[src/logic/cfg_loader_defines.svh]
`ifndef CFG_LOADER_DEFINES_SVH
`define CFG_LOADER_DEFINES_SVH

// Device register offsets
`define A_SOFT_RESET   16'h001C
`define A_HARD_RESET   16'h001E
`define A_ACTIVE_BANK  16'h00E2
`define A_NVM_PROGRAM  16'h00E3
`define A_NVM_DOWNLOAD 16'h00E4
`define A_READY_LOW    8'hFE
`define A_BUS_ADDR     16'h000B
`define A_IN_DIV_UPD   16'h0230
`define A_XTAL_DIV_UPD 16'h023F
`define A_GUARD1       16'h0B24
`define A_GUARD2       16'h0B25
`define A_GUARD3       16'h0540
`define A_SCRATCH_LO   16'h026B
`define A_SCRATCH_HI   16'h0272

// Field positions
`define HARD_BIT       1
`define SOFT_BIT       0
`define DOWNLOAD_BIT   0

// Codes and values
`define PROG_KEY       8'hC7
`define READY_CODE     8'h0F
`define BUSY_CODE      8'h00
`define SOFT_KEY       8'h01
`define DOWNLOAD_KEY   8'h01
`define PRE_G1         8'hC0
`define PRE_G2         8'h00
`define PRE_G3         8'h01
`define POST_G3        8'h00
`define POST_G1        8'hC3
`define POST_G2        8'h02
`define FACTORY_BUS_ADDR 8'h5A
`define USER_BANKS     2'h2

// Shadow indices and timing counts
`define IDX_BUS        4'h0
`define IDX_IN_DIV     4'h1
`define IDX_XTAL_DIV   4'h2
`define CFG_LAST       8'h0F
`define INIT_CYCLES    8'h20
`define PROG_CYCLES    8'h40
`define CLK_MHZ        100
`define SETTLE_MS      300
`define SETTLE_CYCLES  (`SETTLE_MS * 1000 * `CLK_MHZ)
`define PIN_CYCLES     32'h4

// Host Wishbone offsets
`define WB_CMD         4'h0
`define WB_ADDR        4'h4
`define WB_WDATA       4'h8
`define WB_STATUS      4'hC

`endif

[src/logic/cfg_loader_pkg.sv]
`default_nettype none

package cfg_loader_pkg;

	typedef enum logic [2:0] {
		S_LOAD = 3'b000,
		S_INIT = 3'b001,
		S_RUN  = 3'b010,
		S_PROG = 3'b011
	} dev_state_t;

	typedef enum logic [2:0] {
		H_IDLE  = 3'b000,
		H_FETCH = 3'b001,
		H_ISSUE = 3'b010,
		H_WAIT  = 3'b011,
		H_PULSE = 3'b100
	} host_state_t;

	typedef enum logic [2:0] {
		OP_END   = 3'b000,
		OP_RD    = 3'b001,
		OP_WR    = 3'b010,
		OP_POLL  = 3'b011,
		OP_WAIT  = 3'b100,
		OP_PULSE = 3'b101
	} host_op_t;

	typedef enum logic [2:0] {
		CMD_READ     = 3'b000,
		CMD_WRITE    = 3'b001,
		CMD_PREAMBLE = 3'b010,
		CMD_POSTAMBLE= 3'b011,
		CMD_NVM_LOAD = 3'b100,
		CMD_NVM_HARD = 3'b101,
		CMD_PIN      = 3'b110
	} host_cmd_t;

	typedef struct packed {
		host_op_t    op;
		logic [15:0] addr;
		logic [7:0]  data;
	} step_t;

endpackage

`default_nettype wire

[src/logic/cfg_link_if.sv]
`timescale 1ns/10ps
`default_nettype none

interface cfg_link_if (
	input wire logic clk
);
	logic        req;
	logic        we;
	logic [15:0] addr;
	logic [7:0]  wdata;
	logic [7:0]  rdata;
	logic        ack;
	logic        reset_pin_n;

	modport dev (
		input  clk, req, we, addr, wdata, reset_pin_n,
		output rdata, ack
	);
	modport host (
		input  clk, rdata, ack,
		output req, we, addr, wdata, reset_pin_n
	);
endinterface

`default_nettype wire

[src/logic/cfg_loader_host.sv]
`timescale 1ns/10ps
`default_nettype none
`include "cfg_loader_defines.svh"

module cfg_loader_host #(
	parameter int unsigned SETTLE_CYCLES = `SETTLE_CYCLES
) (
	// Clock and reset
	input  wire logic        clk_in,
	input  wire logic        rst_n_in,
	// Wishbone slave
	input  wire logic        wb_cyc_in,
	input  wire logic        wb_stb_in,
	input  wire logic        wb_we_in,
	input  wire logic [3:0]  wb_adr_in,
	input  wire logic [3:0]  wb_sel_in,
	input  wire logic [31:0] wb_dat_in,
	output logic [31:0]      wb_dat_out,
	output logic             wb_ack_out,
	// Link to the device
	cfg_link_if.host         link
);
	import cfg_loader_pkg::*;

	////////////////////////////////////////////////////////////////////////////
	// Command scripts

	function automatic step_t mk(input host_op_t op, input logic [15:0] a,
		input logic [7:0] d);
		mk = '{op: op, addr: a, data: d};
	endfunction

	// Guard updates are read-modify-write: read, then write the new value
	function automatic step_t step_f(input host_cmd_t c, input logic [3:0] pc,
		input logic [15:0] a, input logic [7:0] d);
		step_f = mk(OP_END, 16'h0000, 8'h00);
		case (c)
			CMD_READ:      if (pc == 4'h0) step_f = mk(OP_RD, a, d);
			CMD_WRITE:     if (pc == 4'h0) step_f = mk(OP_WR, a, d);
			CMD_PREAMBLE:
				case (pc)
					4'h0: step_f = mk(OP_RD, `A_GUARD1, 8'h00);
					4'h1: step_f = mk(OP_WR, `A_GUARD1, `PRE_G1);
					4'h2: step_f = mk(OP_RD, `A_GUARD2, 8'h00);
					4'h3: step_f = mk(OP_WR, `A_GUARD2, `PRE_G2);
					4'h4: step_f = mk(OP_RD, `A_GUARD3, 8'h00);
					4'h5: step_f = mk(OP_WR, `A_GUARD3, `PRE_G3);
					4'h6: step_f = mk(OP_WAIT, 16'h0000, 8'h00);
					default: step_f = mk(OP_END, 16'h0000, 8'h00);
				endcase
			CMD_POSTAMBLE:
				case (pc)
					4'h0: step_f = mk(OP_WR, `A_SOFT_RESET, `SOFT_KEY);
					4'h1: step_f = mk(OP_RD, `A_GUARD3, 8'h00);
					4'h2: step_f = mk(OP_WR, `A_GUARD3, `POST_G3);
					4'h3: step_f = mk(OP_RD, `A_GUARD1, 8'h00);
					4'h4: step_f = mk(OP_WR, `A_GUARD1, `POST_G1);
					4'h5: step_f = mk(OP_RD, `A_GUARD2, 8'h00);
					4'h6: step_f = mk(OP_WR, `A_GUARD2, `POST_G2);
					default: step_f = mk(OP_END, 16'h0000, 8'h00);
				endcase
			CMD_NVM_LOAD, CMD_NVM_HARD:
				case (pc)
					4'h0: step_f = mk(OP_WR, `A_NVM_PROGRAM, `PROG_KEY);
					4'h1: step_f = mk(OP_POLL, {8'h00, `A_READY_LOW}, 8'h00);
					4'h2: step_f = (c == CMD_NVM_HARD)
						? mk(OP_PULSE, 16'h0000, 8'h00)
						: mk(OP_WR, `A_NVM_DOWNLOAD, `DOWNLOAD_KEY);
					4'h3: step_f = mk(OP_POLL, {8'h00, `A_READY_LOW}, 8'h00);
					default: step_f = mk(OP_END, 16'h0000, 8'h00);
				endcase
			CMD_PIN:       if (pc == 4'h0) step_f = mk(OP_PULSE, 16'h0000, 8'h00);
			default:       step_f = mk(OP_END, 16'h0000, 8'h00);
		endcase
	endfunction

	////////////////////////////////////////////////////////////////////////////
	// Registers

	host_state_t st_reg;
	host_cmd_t   cmd_reg;
	logic [3:0]  pc_reg;
	logic [15:0] tgt_addr_reg;
	logic [7:0]  tgt_data_reg;
	logic [7:0]  rdata_reg;
	logic [31:0] wait_reg;
	logic        req_reg;
	logic        we_reg;
	logic [15:0] laddr_reg;
	logic [7:0]  lwdata_reg;
	logic        pin_n_reg;
	logic        wb_ack_reg;

	wire step_t  cur     = step_f(cmd_reg, pc_reg, tgt_addr_reg, tgt_data_reg);
	wire logic   busy    = (st_reg != H_IDLE);
	wire logic   wb_hit  = wb_cyc_in && wb_stb_in && !wb_ack_reg;
	wire logic   wb_wr   = wb_hit && wb_we_in && !busy;
	wire logic   start   = wb_wr && wb_adr_in == `WB_CMD && wb_sel_in[0];
	wire logic   again   = cur.op == OP_POLL && link.rdata != `READY_CODE;

	// Wishbone read mux
	always_comb
	begin
		if (wb_adr_in == `WB_CMD)
			wb_dat_out = {29'h0, cmd_reg};
		else if (wb_adr_in == `WB_ADDR)
			wb_dat_out = {16'h0, tgt_addr_reg};
		else if (wb_adr_in == `WB_WDATA)
			wb_dat_out = {24'h0, tgt_data_reg};
		else if (wb_adr_in == `WB_STATUS)
			wb_dat_out = {23'h0, busy, rdata_reg};
		else
			wb_dat_out = 32'h0;
	end

	// Wishbone ack and operand registers; writes while busy are dropped
	always_ff @(posedge clk_in or negedge rst_n_in)
	begin
		if (!rst_n_in)
		begin
			wb_ack_reg <= 1'b0;
			tgt_addr_reg <= 16'h0000;
			tgt_data_reg <= 8'h00;
		end
		else
		begin
			wb_ack_reg <= wb_hit;
			if (wb_wr && wb_adr_in == `WB_ADDR && wb_sel_in[0])
				tgt_addr_reg[7:0] <= wb_dat_in[7:0];
			if (wb_wr && wb_adr_in == `WB_ADDR && wb_sel_in[1])
				tgt_addr_reg[15:8] <= wb_dat_in[15:8];
			if (wb_wr && wb_adr_in == `WB_WDATA && wb_sel_in[0])
				tgt_data_reg <= wb_dat_in[7:0];
		end
	end

	////////////////////////////////////////////////////////////////////////////
	// Script engine; a poll issues only ready reads until the code shows

	always_ff @(posedge clk_in or negedge rst_n_in)
	begin
		if (!rst_n_in)
		begin
			st_reg <= H_IDLE;
			cmd_reg <= CMD_READ;
			pc_reg <= 4'h0;
			rdata_reg <= 8'h00;
			wait_reg <= 32'h0;
			req_reg <= 1'b0;
			we_reg <= 1'b0;
			laddr_reg <= 16'h0000;
			lwdata_reg <= 8'h00;
			pin_n_reg <= 1'b1;
		end
		else
		begin
			case (st_reg)
				H_IDLE:
					if (start)
					begin
						cmd_reg <= host_cmd_t'(wb_dat_in[2:0]);
						pc_reg <= 4'h0;
						st_reg <= H_FETCH;
					end
				H_FETCH:
					case (cur.op)
						OP_RD, OP_WR, OP_POLL:
						begin
							req_reg <= 1'b1;
							we_reg <= (cur.op == OP_WR);
							laddr_reg <= cur.addr;
							lwdata_reg <= cur.data;
							st_reg <= H_ISSUE;
						end
						OP_WAIT:
						begin
							wait_reg <= 32'h0;
							st_reg <= H_WAIT;
						end
						OP_PULSE:
						begin
							wait_reg <= 32'h0;
							pin_n_reg <= 1'b0;
							st_reg <= H_PULSE;
						end
						default:
							st_reg <= H_IDLE;
					endcase
				H_ISSUE:
					if (link.ack)
					begin
						req_reg <= 1'b0;
						rdata_reg <= link.rdata;
						pc_reg <= again ? pc_reg : pc_reg + 4'h1;
						st_reg <= H_FETCH;
					end
				H_WAIT:
				begin
					wait_reg <= wait_reg + 32'h1;
					if (wait_reg == SETTLE_CYCLES - 32'h1)
					begin
						pc_reg <= pc_reg + 4'h1;
						st_reg <= H_FETCH;
					end
				end
				H_PULSE:
				begin
					wait_reg <= wait_reg + 32'h1;
					if (wait_reg == `PIN_CYCLES - 32'h1)
					begin
						pin_n_reg <= 1'b1;
						pc_reg <= pc_reg + 4'h1;
						st_reg <= H_FETCH;
					end
				end
				default:
					st_reg <= H_IDLE;
			endcase
		end
	end

	assign wb_ack_out = wb_ack_reg;
	assign link.req = req_reg;
	assign link.we = we_reg;
	assign link.addr = laddr_reg;
	assign link.wdata = lwdata_reg;
	assign link.reset_pin_n = pin_n_reg;
endmodule

`default_nettype wire

[src/flat_wrapper.sv]
// flat-port wrapper written by rule: the top's interface ports become plain ports
module cfg_loader_host_flat import cfg_loader_pkg::*;
#(
	parameter int unsigned SETTLE_CYCLES = `SETTLE_CYCLES
)
  (clk_in, rst_n_in, wb_cyc_in, wb_stb_in, wb_we_in, wb_adr_in, wb_sel_in, wb_dat_in, wb_dat_out, wb_ack_out, clk, link_rdata, link_ack, link_req, link_we, link_addr, link_wdata, link_reset_pin_n);
  cfg_link_if link_i (.clk(clk));
  input  wire logic clk_in;
  input  wire logic rst_n_in;
  input  wire logic wb_cyc_in;
  input  wire logic wb_stb_in;
  input  wire logic wb_we_in;
  input  wire logic [3:0] wb_adr_in;
  input  wire logic [3:0] wb_sel_in;
  input  wire logic [31:0] wb_dat_in;
  output logic [31:0] wb_dat_out;
  output logic wb_ack_out;
  input wire logic clk;
  input wire logic [$bits(link_i.rdata)-1:0] link_rdata;
  input wire logic [$bits(link_i.ack)-1:0] link_ack;
  output wire logic [$bits(link_i.req)-1:0] link_req;
  output wire logic [$bits(link_i.we)-1:0] link_we;
  output wire logic [$bits(link_i.addr)-1:0] link_addr;
  output wire logic [$bits(link_i.wdata)-1:0] link_wdata;
  output wire logic [$bits(link_i.reset_pin_n)-1:0] link_reset_pin_n;
  assign link_i.rdata = link_rdata;
  assign link_i.ack = link_ack;
  assign link_req = link_i.req;
  assign link_we = link_i.we;
  assign link_addr = link_i.addr;
  assign link_wdata = link_i.wdata;
  assign link_reset_pin_n = link_i.reset_pin_n;
  cfg_loader_host #(.SETTLE_CYCLES(SETTLE_CYCLES)) u_core (.clk_in(clk_in), .rst_n_in(rst_n_in), .wb_cyc_in(wb_cyc_in), .wb_stb_in(wb_stb_in), .wb_we_in(wb_we_in), .wb_adr_in(wb_adr_in), .wb_sel_in(wb_sel_in), .wb_dat_in(wb_dat_in), .wb_dat_out(wb_dat_out), .wb_ack_out(wb_ack_out), .link(link_i));
endmodule
[config.mk]
export PLATFORM = sky130hd
export DESIGN_NAME = cfg_loader_host_flat
export DESIGN_NICKNAME = d
export VERILOG_FILES = /design/src/logic/cfg_loader_pkg.sv /design/src/logic/cfg_link_if.sv /design/src/logic/cfg_loader_host.sv /design/src/flat_wrapper.sv
export VERILOG_INCLUDE_DIRS = /design/src /design/src/logic
export SDC_FILE = /design/constraint.sdc
export NUM_CORES = 1
export LEC_CHECK = 0
export ABC_AREA = 0
export BUFFER_PORTS_ARGS = -buffer_cell sky130_fd_sc_hd__buf_2
export CORE_MARGIN = 2
export CORE_UTILIZATION = 50
export CTS_CLUSTER_DIAMETER = 50
export DETAILED_ROUTE_END_ITERATION = 16
export PLACE_DENSITY = 0.78
export REMOVE_ABC_BUFFERS = 1
export SYNTH_ARGS = -nofsm -noshare
export SYNTH_HDL_FRONTEND = slang
export SYNTH_SLANG_ARGS = --single-unit
[constraint.sdc]
create_clock -name clk_in -period 5.71 [get_ports clk_in]
set_input_delay 0.2855 -clock clk_in [delete_from_list [all_inputs] [get_ports clk_in]]
set_output_delay 0.2855 -clock clk_in [all_outputs]
set_load 0.005 [all_outputs]
* Word level (Yosys, flattened, before mapping)
Index checks and enable logic that the tools add are counted.
** Storage, ports and cells
- Flip-flop bits (word level) :: 102
- Output and inout bits :: 60
- Word-level logic and storage cells :: 119
- Input bits :: 55
** Cells by class
- Equal/unequal tests :: 35
- Reductions and logical operators :: 36
- Multiplexer cells :: 32
- Add/subtract/negate cells :: 2
** Operators with widths (number)
- $pmux W27 S7 :: 1
- $pmux W26 S7 :: 1
- $pmux W27 S6 :: 1
- $mux W32 :: 4
- $pmux W27 S3 :: 1
- $pmux W32 S2 :: 1
- $mux W27 :: 2
- $add A32 B1 Y32 const B :: 1
- $eq A32 B2 Y1 const B :: 1
- $eq A32 B25 Y1 const B :: 1
- $mux W26 :: 1
- $mux W25 :: 1
- $mux W4 :: 5
- $eq A3 B2 Y1 const B :: 6
- $eq A3 B3 Y1 const B :: 6
- $eq A4 B3 Y1 const B :: 4
- $pmux W4 S4 :: 1
- $pmux W3 S5 :: 1
- $logic_and A1 B1 Y1 :: 12
- $mux W3 :: 4
- $ne A2 B1 Y1 const B :: 5
- $eq A3 B1 Y1 const B :: 3
- $mux W9 :: 1
- $pmux W3 S3 :: 1
- other kinds (20) :: 40

* Longest topological paths before layout
- Word-level depth :: 9
- Depth in mapped cells :: 10
- Depth with buffers taken out :: 8

* Worst setup path before layout
OpenSTA, ideal clock, no wires.
- Kind :: reg-to-reg
- From :: register u_core.pc_reg[0]
- To :: register u_core.pc_reg[2]
- Period minus slack after synthesis :: 2.216 ns
- Arrival :: 2.136 ns
- Stages on the path, launching flop included :: 8
- Slack :: 3.494 ns
- Buffers on the path :: 0
- Library setup time :: 0.079 ns
- Required time :: 5.631 ns
- Cells stage by stage :: dfrtp_1 > inv_1 > ha_1 > o41a_2 > a211oi_4 > nor4_4 > nor4b_2 > mux2i_1
** Between the ends
- Word-level cells in the longest chain between the ends :: 8
** Ends and longest elaborated chain
- start, declared :: RTL line cfg_loader_host.sv:82 : logic [3:0] pc_reg;
- start signal, assigned :: RTL line cfg_loader_host.sv:194 : pc_reg <= again ? pc_reg : pc_reg + 4'h1;
- start signal, assigned :: RTL line cfg_loader_host.sv:202 : pc_reg <= pc_reg + 4'h1;
- start signal, assigned :: RTL line cfg_loader_host.sv:212 : pc_reg <= pc_reg + 4'h1;
- $eq A4 B1 Y1 / $eq A4 B2 Y1 (equally long branches) :: RTL line cfg_loader_host.sv:41, cfg_loader_host.sv:52, cfg_loader_host.sv:63
- $reduce_or A2 Y1 (no line)
- $pmux W27 S3 :: RTL line cfg_loader_host.sv:63 : case (pc)
- $pmux W27 S6 :: RTL line cfg_loader_host.sv:37 : case (c)
- $eq A3 B2 Y1 :: RTL line cfg_loader_host.sv:99 : wire logic again = cur.op == OP_POLL && link.rdata != `READY_CODE;
- $logic_and A1 B1 Y1 (no line)
- $ne A2 B2 Y1 (no line)
- $reduce_and A6 Y1 (no line)
Several ways; a longest one is shown, not always the timed one. The select of a mux whose other input is x is not followed.
A chain may end at the register's enable or synchronous reset.

* Final worst setup path
- From :: register u_core.pc_reg[0]
- To :: register u_core.laddr_reg[0], in the netlist u_core.link.addr[0]
** Between the ends
- Word-level cells in the longest chain between the ends :: 7
** Ends and longest elaborated chain
- $eq A4 B1 Y1 / $eq A4 B2 Y1 (equally long branches) :: RTL line cfg_loader_host.sv:41, cfg_loader_host.sv:52, cfg_loader_host.sv:63
- $reduce_or A2 Y1 (no line)
- $pmux W27 S3 :: RTL line cfg_loader_host.sv:63
- $pmux W27 S6 * :: RTL line cfg_loader_host.sv:37
- $eq A3 B1 Y1 / $eq A3 B2 Y1 (equally long branches) :: RTL line cfg_loader_host.sv:166 : case (cur.op)
- $reduce_or A3 Y1 :: RTL line cfg_loader_host.sv:166
- $reduce_and A2 Y1 (no line)
- end signal, assigned :: RTL line cfg_loader_host.sv:171 : laddr_reg <= cur.addr;
- end, declared :: RTL line cfg_loader_host.sv:89 : logic [15:0] laddr_reg;
Mark *: on every way between the ends. The rest lies on a longest branch, timed or not.

==> flow_metrics.py <==
metrics = {
    "status": {
        "status": "complete, no violations",
    },
    "min_path": {
        "min_from": "wb_dat_in[13]",
        "hold_path.class": "input port to flip-flop",
        "hold_end": "u_core.tgt_addr_reg[13]$_DFFE_PN0P_",
        "hold_depth": 2,
    },
    "run": {
        "cap_violations": 0,
    },
    "finish": {
        "fillers": 921,
        "area_growth_pct": 11.04,
        "diodes": 0,
        "multi_input_area_mm2": 0.002815,
        "largest_reg_flops": 32,
        "fin_nets": 694,
        "regArea_mm2": 0.002554,
        "drive_above_1_share_pct": 24.73,
        "layout.cells.non_filler": 779,
    },
    "worst_setup_path": {
        "max_stage_delay_ns": 0.95,
        "cp-start-kind": "flip-flop",
        "r2r-end": "u_core.link.addr[0]$_DFFE_PN0P_",
        "worst_setup_path_end_kind": "flip-flop",
        "critical_path_required_ns": 5.90,
        "rr_worst_depth": 7,
        "crit_type": "flip-flop to flip-flop",
        "slowest_stage": "a21oi_4",
        "regToRegStartpoint": "u_core.pc_reg[0]$_DFFE_PN0P_",
        "crit_arrival_ns": 3.41,
        "crit_chain": "inv_1 > ha_1 > nor2b_1 > nor3_1 > o41a_1 > a21oi_4 > a41oi_1",
        "crit_fanout": 50,
        "cp-startpoint": "u_core.pc_reg[0]$_DFFE_PN0P_",
        "r2r_slack_ns": 2.49,
    },
    "timing": {
        "min_period_over_period_pct": 56.41,
        "worst_slew_pin_slew_ns": 1.157,
        "rsz0062_at_grt": "false",
        "slew-limit-headroom_pct": 22.67,
        "finalClockSkew_ns": 0.01251,
        "finalSetupViolations": 0,
        "hold_viol": 0,
        "fmax_ghz": 0.3105,
        "fin_setup_tns_ns": 0,
        "finalCriticalPeriod_ns": 3.221,
        "holdWs_ns": 0.1302,
        "slew_viol_final": 0,
    },
    "placement": {
        "port_buffers": 79,
        "hpwl_um": 9506,
        "gp_congestion": 0.8561,
        "dp_cells": 762,
    },
    "route": {
        "drt-met1-wl_um": 5637,
        "met3_wirelength_um": 723,
        "dr.pass1.iters": 5,
        "vias": 4650,
        "drtIter0Drc": 293,
        "remaining_drc_errors": 0,
        "top_layer": "met4",
        "viasPerCell": 5.969,
        "wirelength_um": 13300,
        "wl_per_cell_um": 17.07,
        "drt.antenna.violating_nets": 0,
        "wl_met2_um": 6575,
    },
    "synth": {
        "synth_edf_count": 0,
        "netlist_area_mm2": 0.005612,
        "syn_inst": 572,
        "ys_seq_elements": 102,
        "postSynth.asyncResetShare_pct": 100.0,
        "synth_cell_types": 64,
        "syn_area_per_cell_um2": 9.811,
        "ys_seq_area_share_pct": 45.51,
        "synth_flop_cell": "dfrtp_1",
        "yosysWarnings": 0,
    },
    "floorplanning": {
        "start_util_pct": 51.54,
        "die_x_um": 109.9,
        "die_y_um": 109.9,
        "ios": 115,
        "rows": 38,
        "core_area_mm2": 0.01089,
        "die_area_mm2": 0.01209,
    },
    "global_routing": {
        "grt_pass1_wl_um": 21600,
        "overflow": 0,
        "grt_pass1_vias": 4396,
        "track_usage_pct": 23.07,
        "antenna_found_initial": 0,
        "grt_max_degree": 63,
    },
    "power_and_ir_drop": {
        "vdd_drop_max_uv": 183.1,
        "p_leak_nw": 2.864,
        "power_density_mw_per_mm2": 355.9,
    },
    "cts": {
        "cts_num_sinks": 102,
        "cts-buffers-inserted": 9,
        "cts_setup_buffers": 0,
        "clk_pin_slew_ns": 0.11,
        "htree_levels": 3,
        "clk_latency_ns": 0.38,
        "clock_path_buffers": 2,
        "root_buffer": "clkbuf_8",
        "cts_tree": "done",
    },
}
per-layer routing:
metal | vias to the layer above | track usage, %
met4 | 0 | 8.409
met2 | 165 | 37.64
met3 | 33 | 5.039
li1 | 2173 | -
met5 | - | 0
met1 | 2279 | 30.14
Yosys cell counts, types with 7 or more instances:
cell type    n  area (µm²)
nor4_1      12       75.07
xor2_1       7       61.31
dfrtp_1    101        2527
o21ai_0     26       130.1
nor2b_1     14       87.58
nor3b_1      7       52.55
mux2_2      40       450.4
nand4_1     15       93.84
and2_1       9       56.30
a21oi_1     34       170.2
nor2_1      57       214.0
nand2_1     40       150.1
a31oi_1      9       56.30
buf_4       20       150.1
nand2b_1     7       43.79
nor3_1       8       40.04
buf_2       13       65.06
clkbuf_1    13       48.80
mux2i_1      8       80.08
inv_1       12       45.04
nand3_1     33       165.2
cell families (layout without fill, tap and decap cells):
group	Yosys count	in the layout	synth area share, %
compound gates	114	114	13.16
xor+xnor	12	12	1.873
fa+ha+maj	5	5	1.115
buf+inv	59	111	5.574
flops	102	102	45.51
mux	51	51	10.66
other cells	1	16	0.06683
simple gates	228	228	22.05
how the worst max path moves through the flow:
stage	end	slack [ns]
floorplan	u_core.link.addr[0]$_DFFE_PN0P_	2.71
global placement	u_core.link.addr[0]$_DFFE_PN0P_	2.62
detailed placement	u_core.link.addr[0]$_DFFE_PN0P_	2.55
CTS	u_core.link.addr[0]$_DFFE_PN0P_	2.53
global route	u_core.link.addr[0]$_DFFE_PN0P_	2.22
finish	u_core.link.addr[0]$_DFFE_PN0P_	2.49
report_power, final:
part           total (mW)  switching [mW]  internal [mW]
Clock               0.483           0.269          0.213
Sequential           1.02           0.149          0.870
Combinational       0.716           0.414          0.303
Total                2.22           0.832           1.39
cell type report:
cell class                 instances  share of cell area [%]
timing repair buffer              83                   6.908
clock buffer                       9                   1.988
multi-input combinational        426                   45.18
inverter                          12                  0.7229
sequential                       102                   40.98
clock inverter                     7                   1.406
tap                              140                   2.811
cell usage in the layout (no fill, tap or decap), types with 11 or more instances in the layout:
cell,synthesis,layout
a21oi_1,34,34
buf_2,13,78
conb_1,1,16
dfrtp_1,101,101
inv_1,12,12
mux2_2,40,40
nand2_1,40,40
nand3_1,33,33
nand4_1,15,15
nor2_1,57,57
nor2b_1,14,14
nor4_1,12,11
o21ai_0,26,26
worst max-delay path: cells and delay by family, from the launching register on:
| kind | cells | cell delay (ns) |
|---|---|---|
| adders and majority gates | 1 | 0.40 |
| AOI/OAI and AO/OA | 3 | 1.72 |
| DFF | 1 | 0.42 |
| and+or+nand+nor | 2 | 0.35 |
| buffers and inverters | 1 | 0.13 |
metrics by stage:
| step | total power, mW | cell area (µm²) | utilization, % | worst slack (ns) |
|---|---|---|---|---|
| final | 2.218 | 6231 | 57.23 | 2.489 |
| after detailed placement | 1.742 | 6010 | 55.19 | 2.547 |
| after global routing | 2.375 | 6231 | 57.23 | 2.224 |
| after floorplan | 1.467 | 5400 | - | 2.711 |
| after global placement | 1.708 | 6010 | 55.19 | 2.621 |
| after CTS | 2.227 | 6231 | 57.23 | 2.526 |
what timing repair did:
item / CTS / global route
hold buffers: 1 / 0
resized for setup: 0 / 0
endpoints found under the hold margin: 39 / 0
Power figures use the tool's default switching activity.
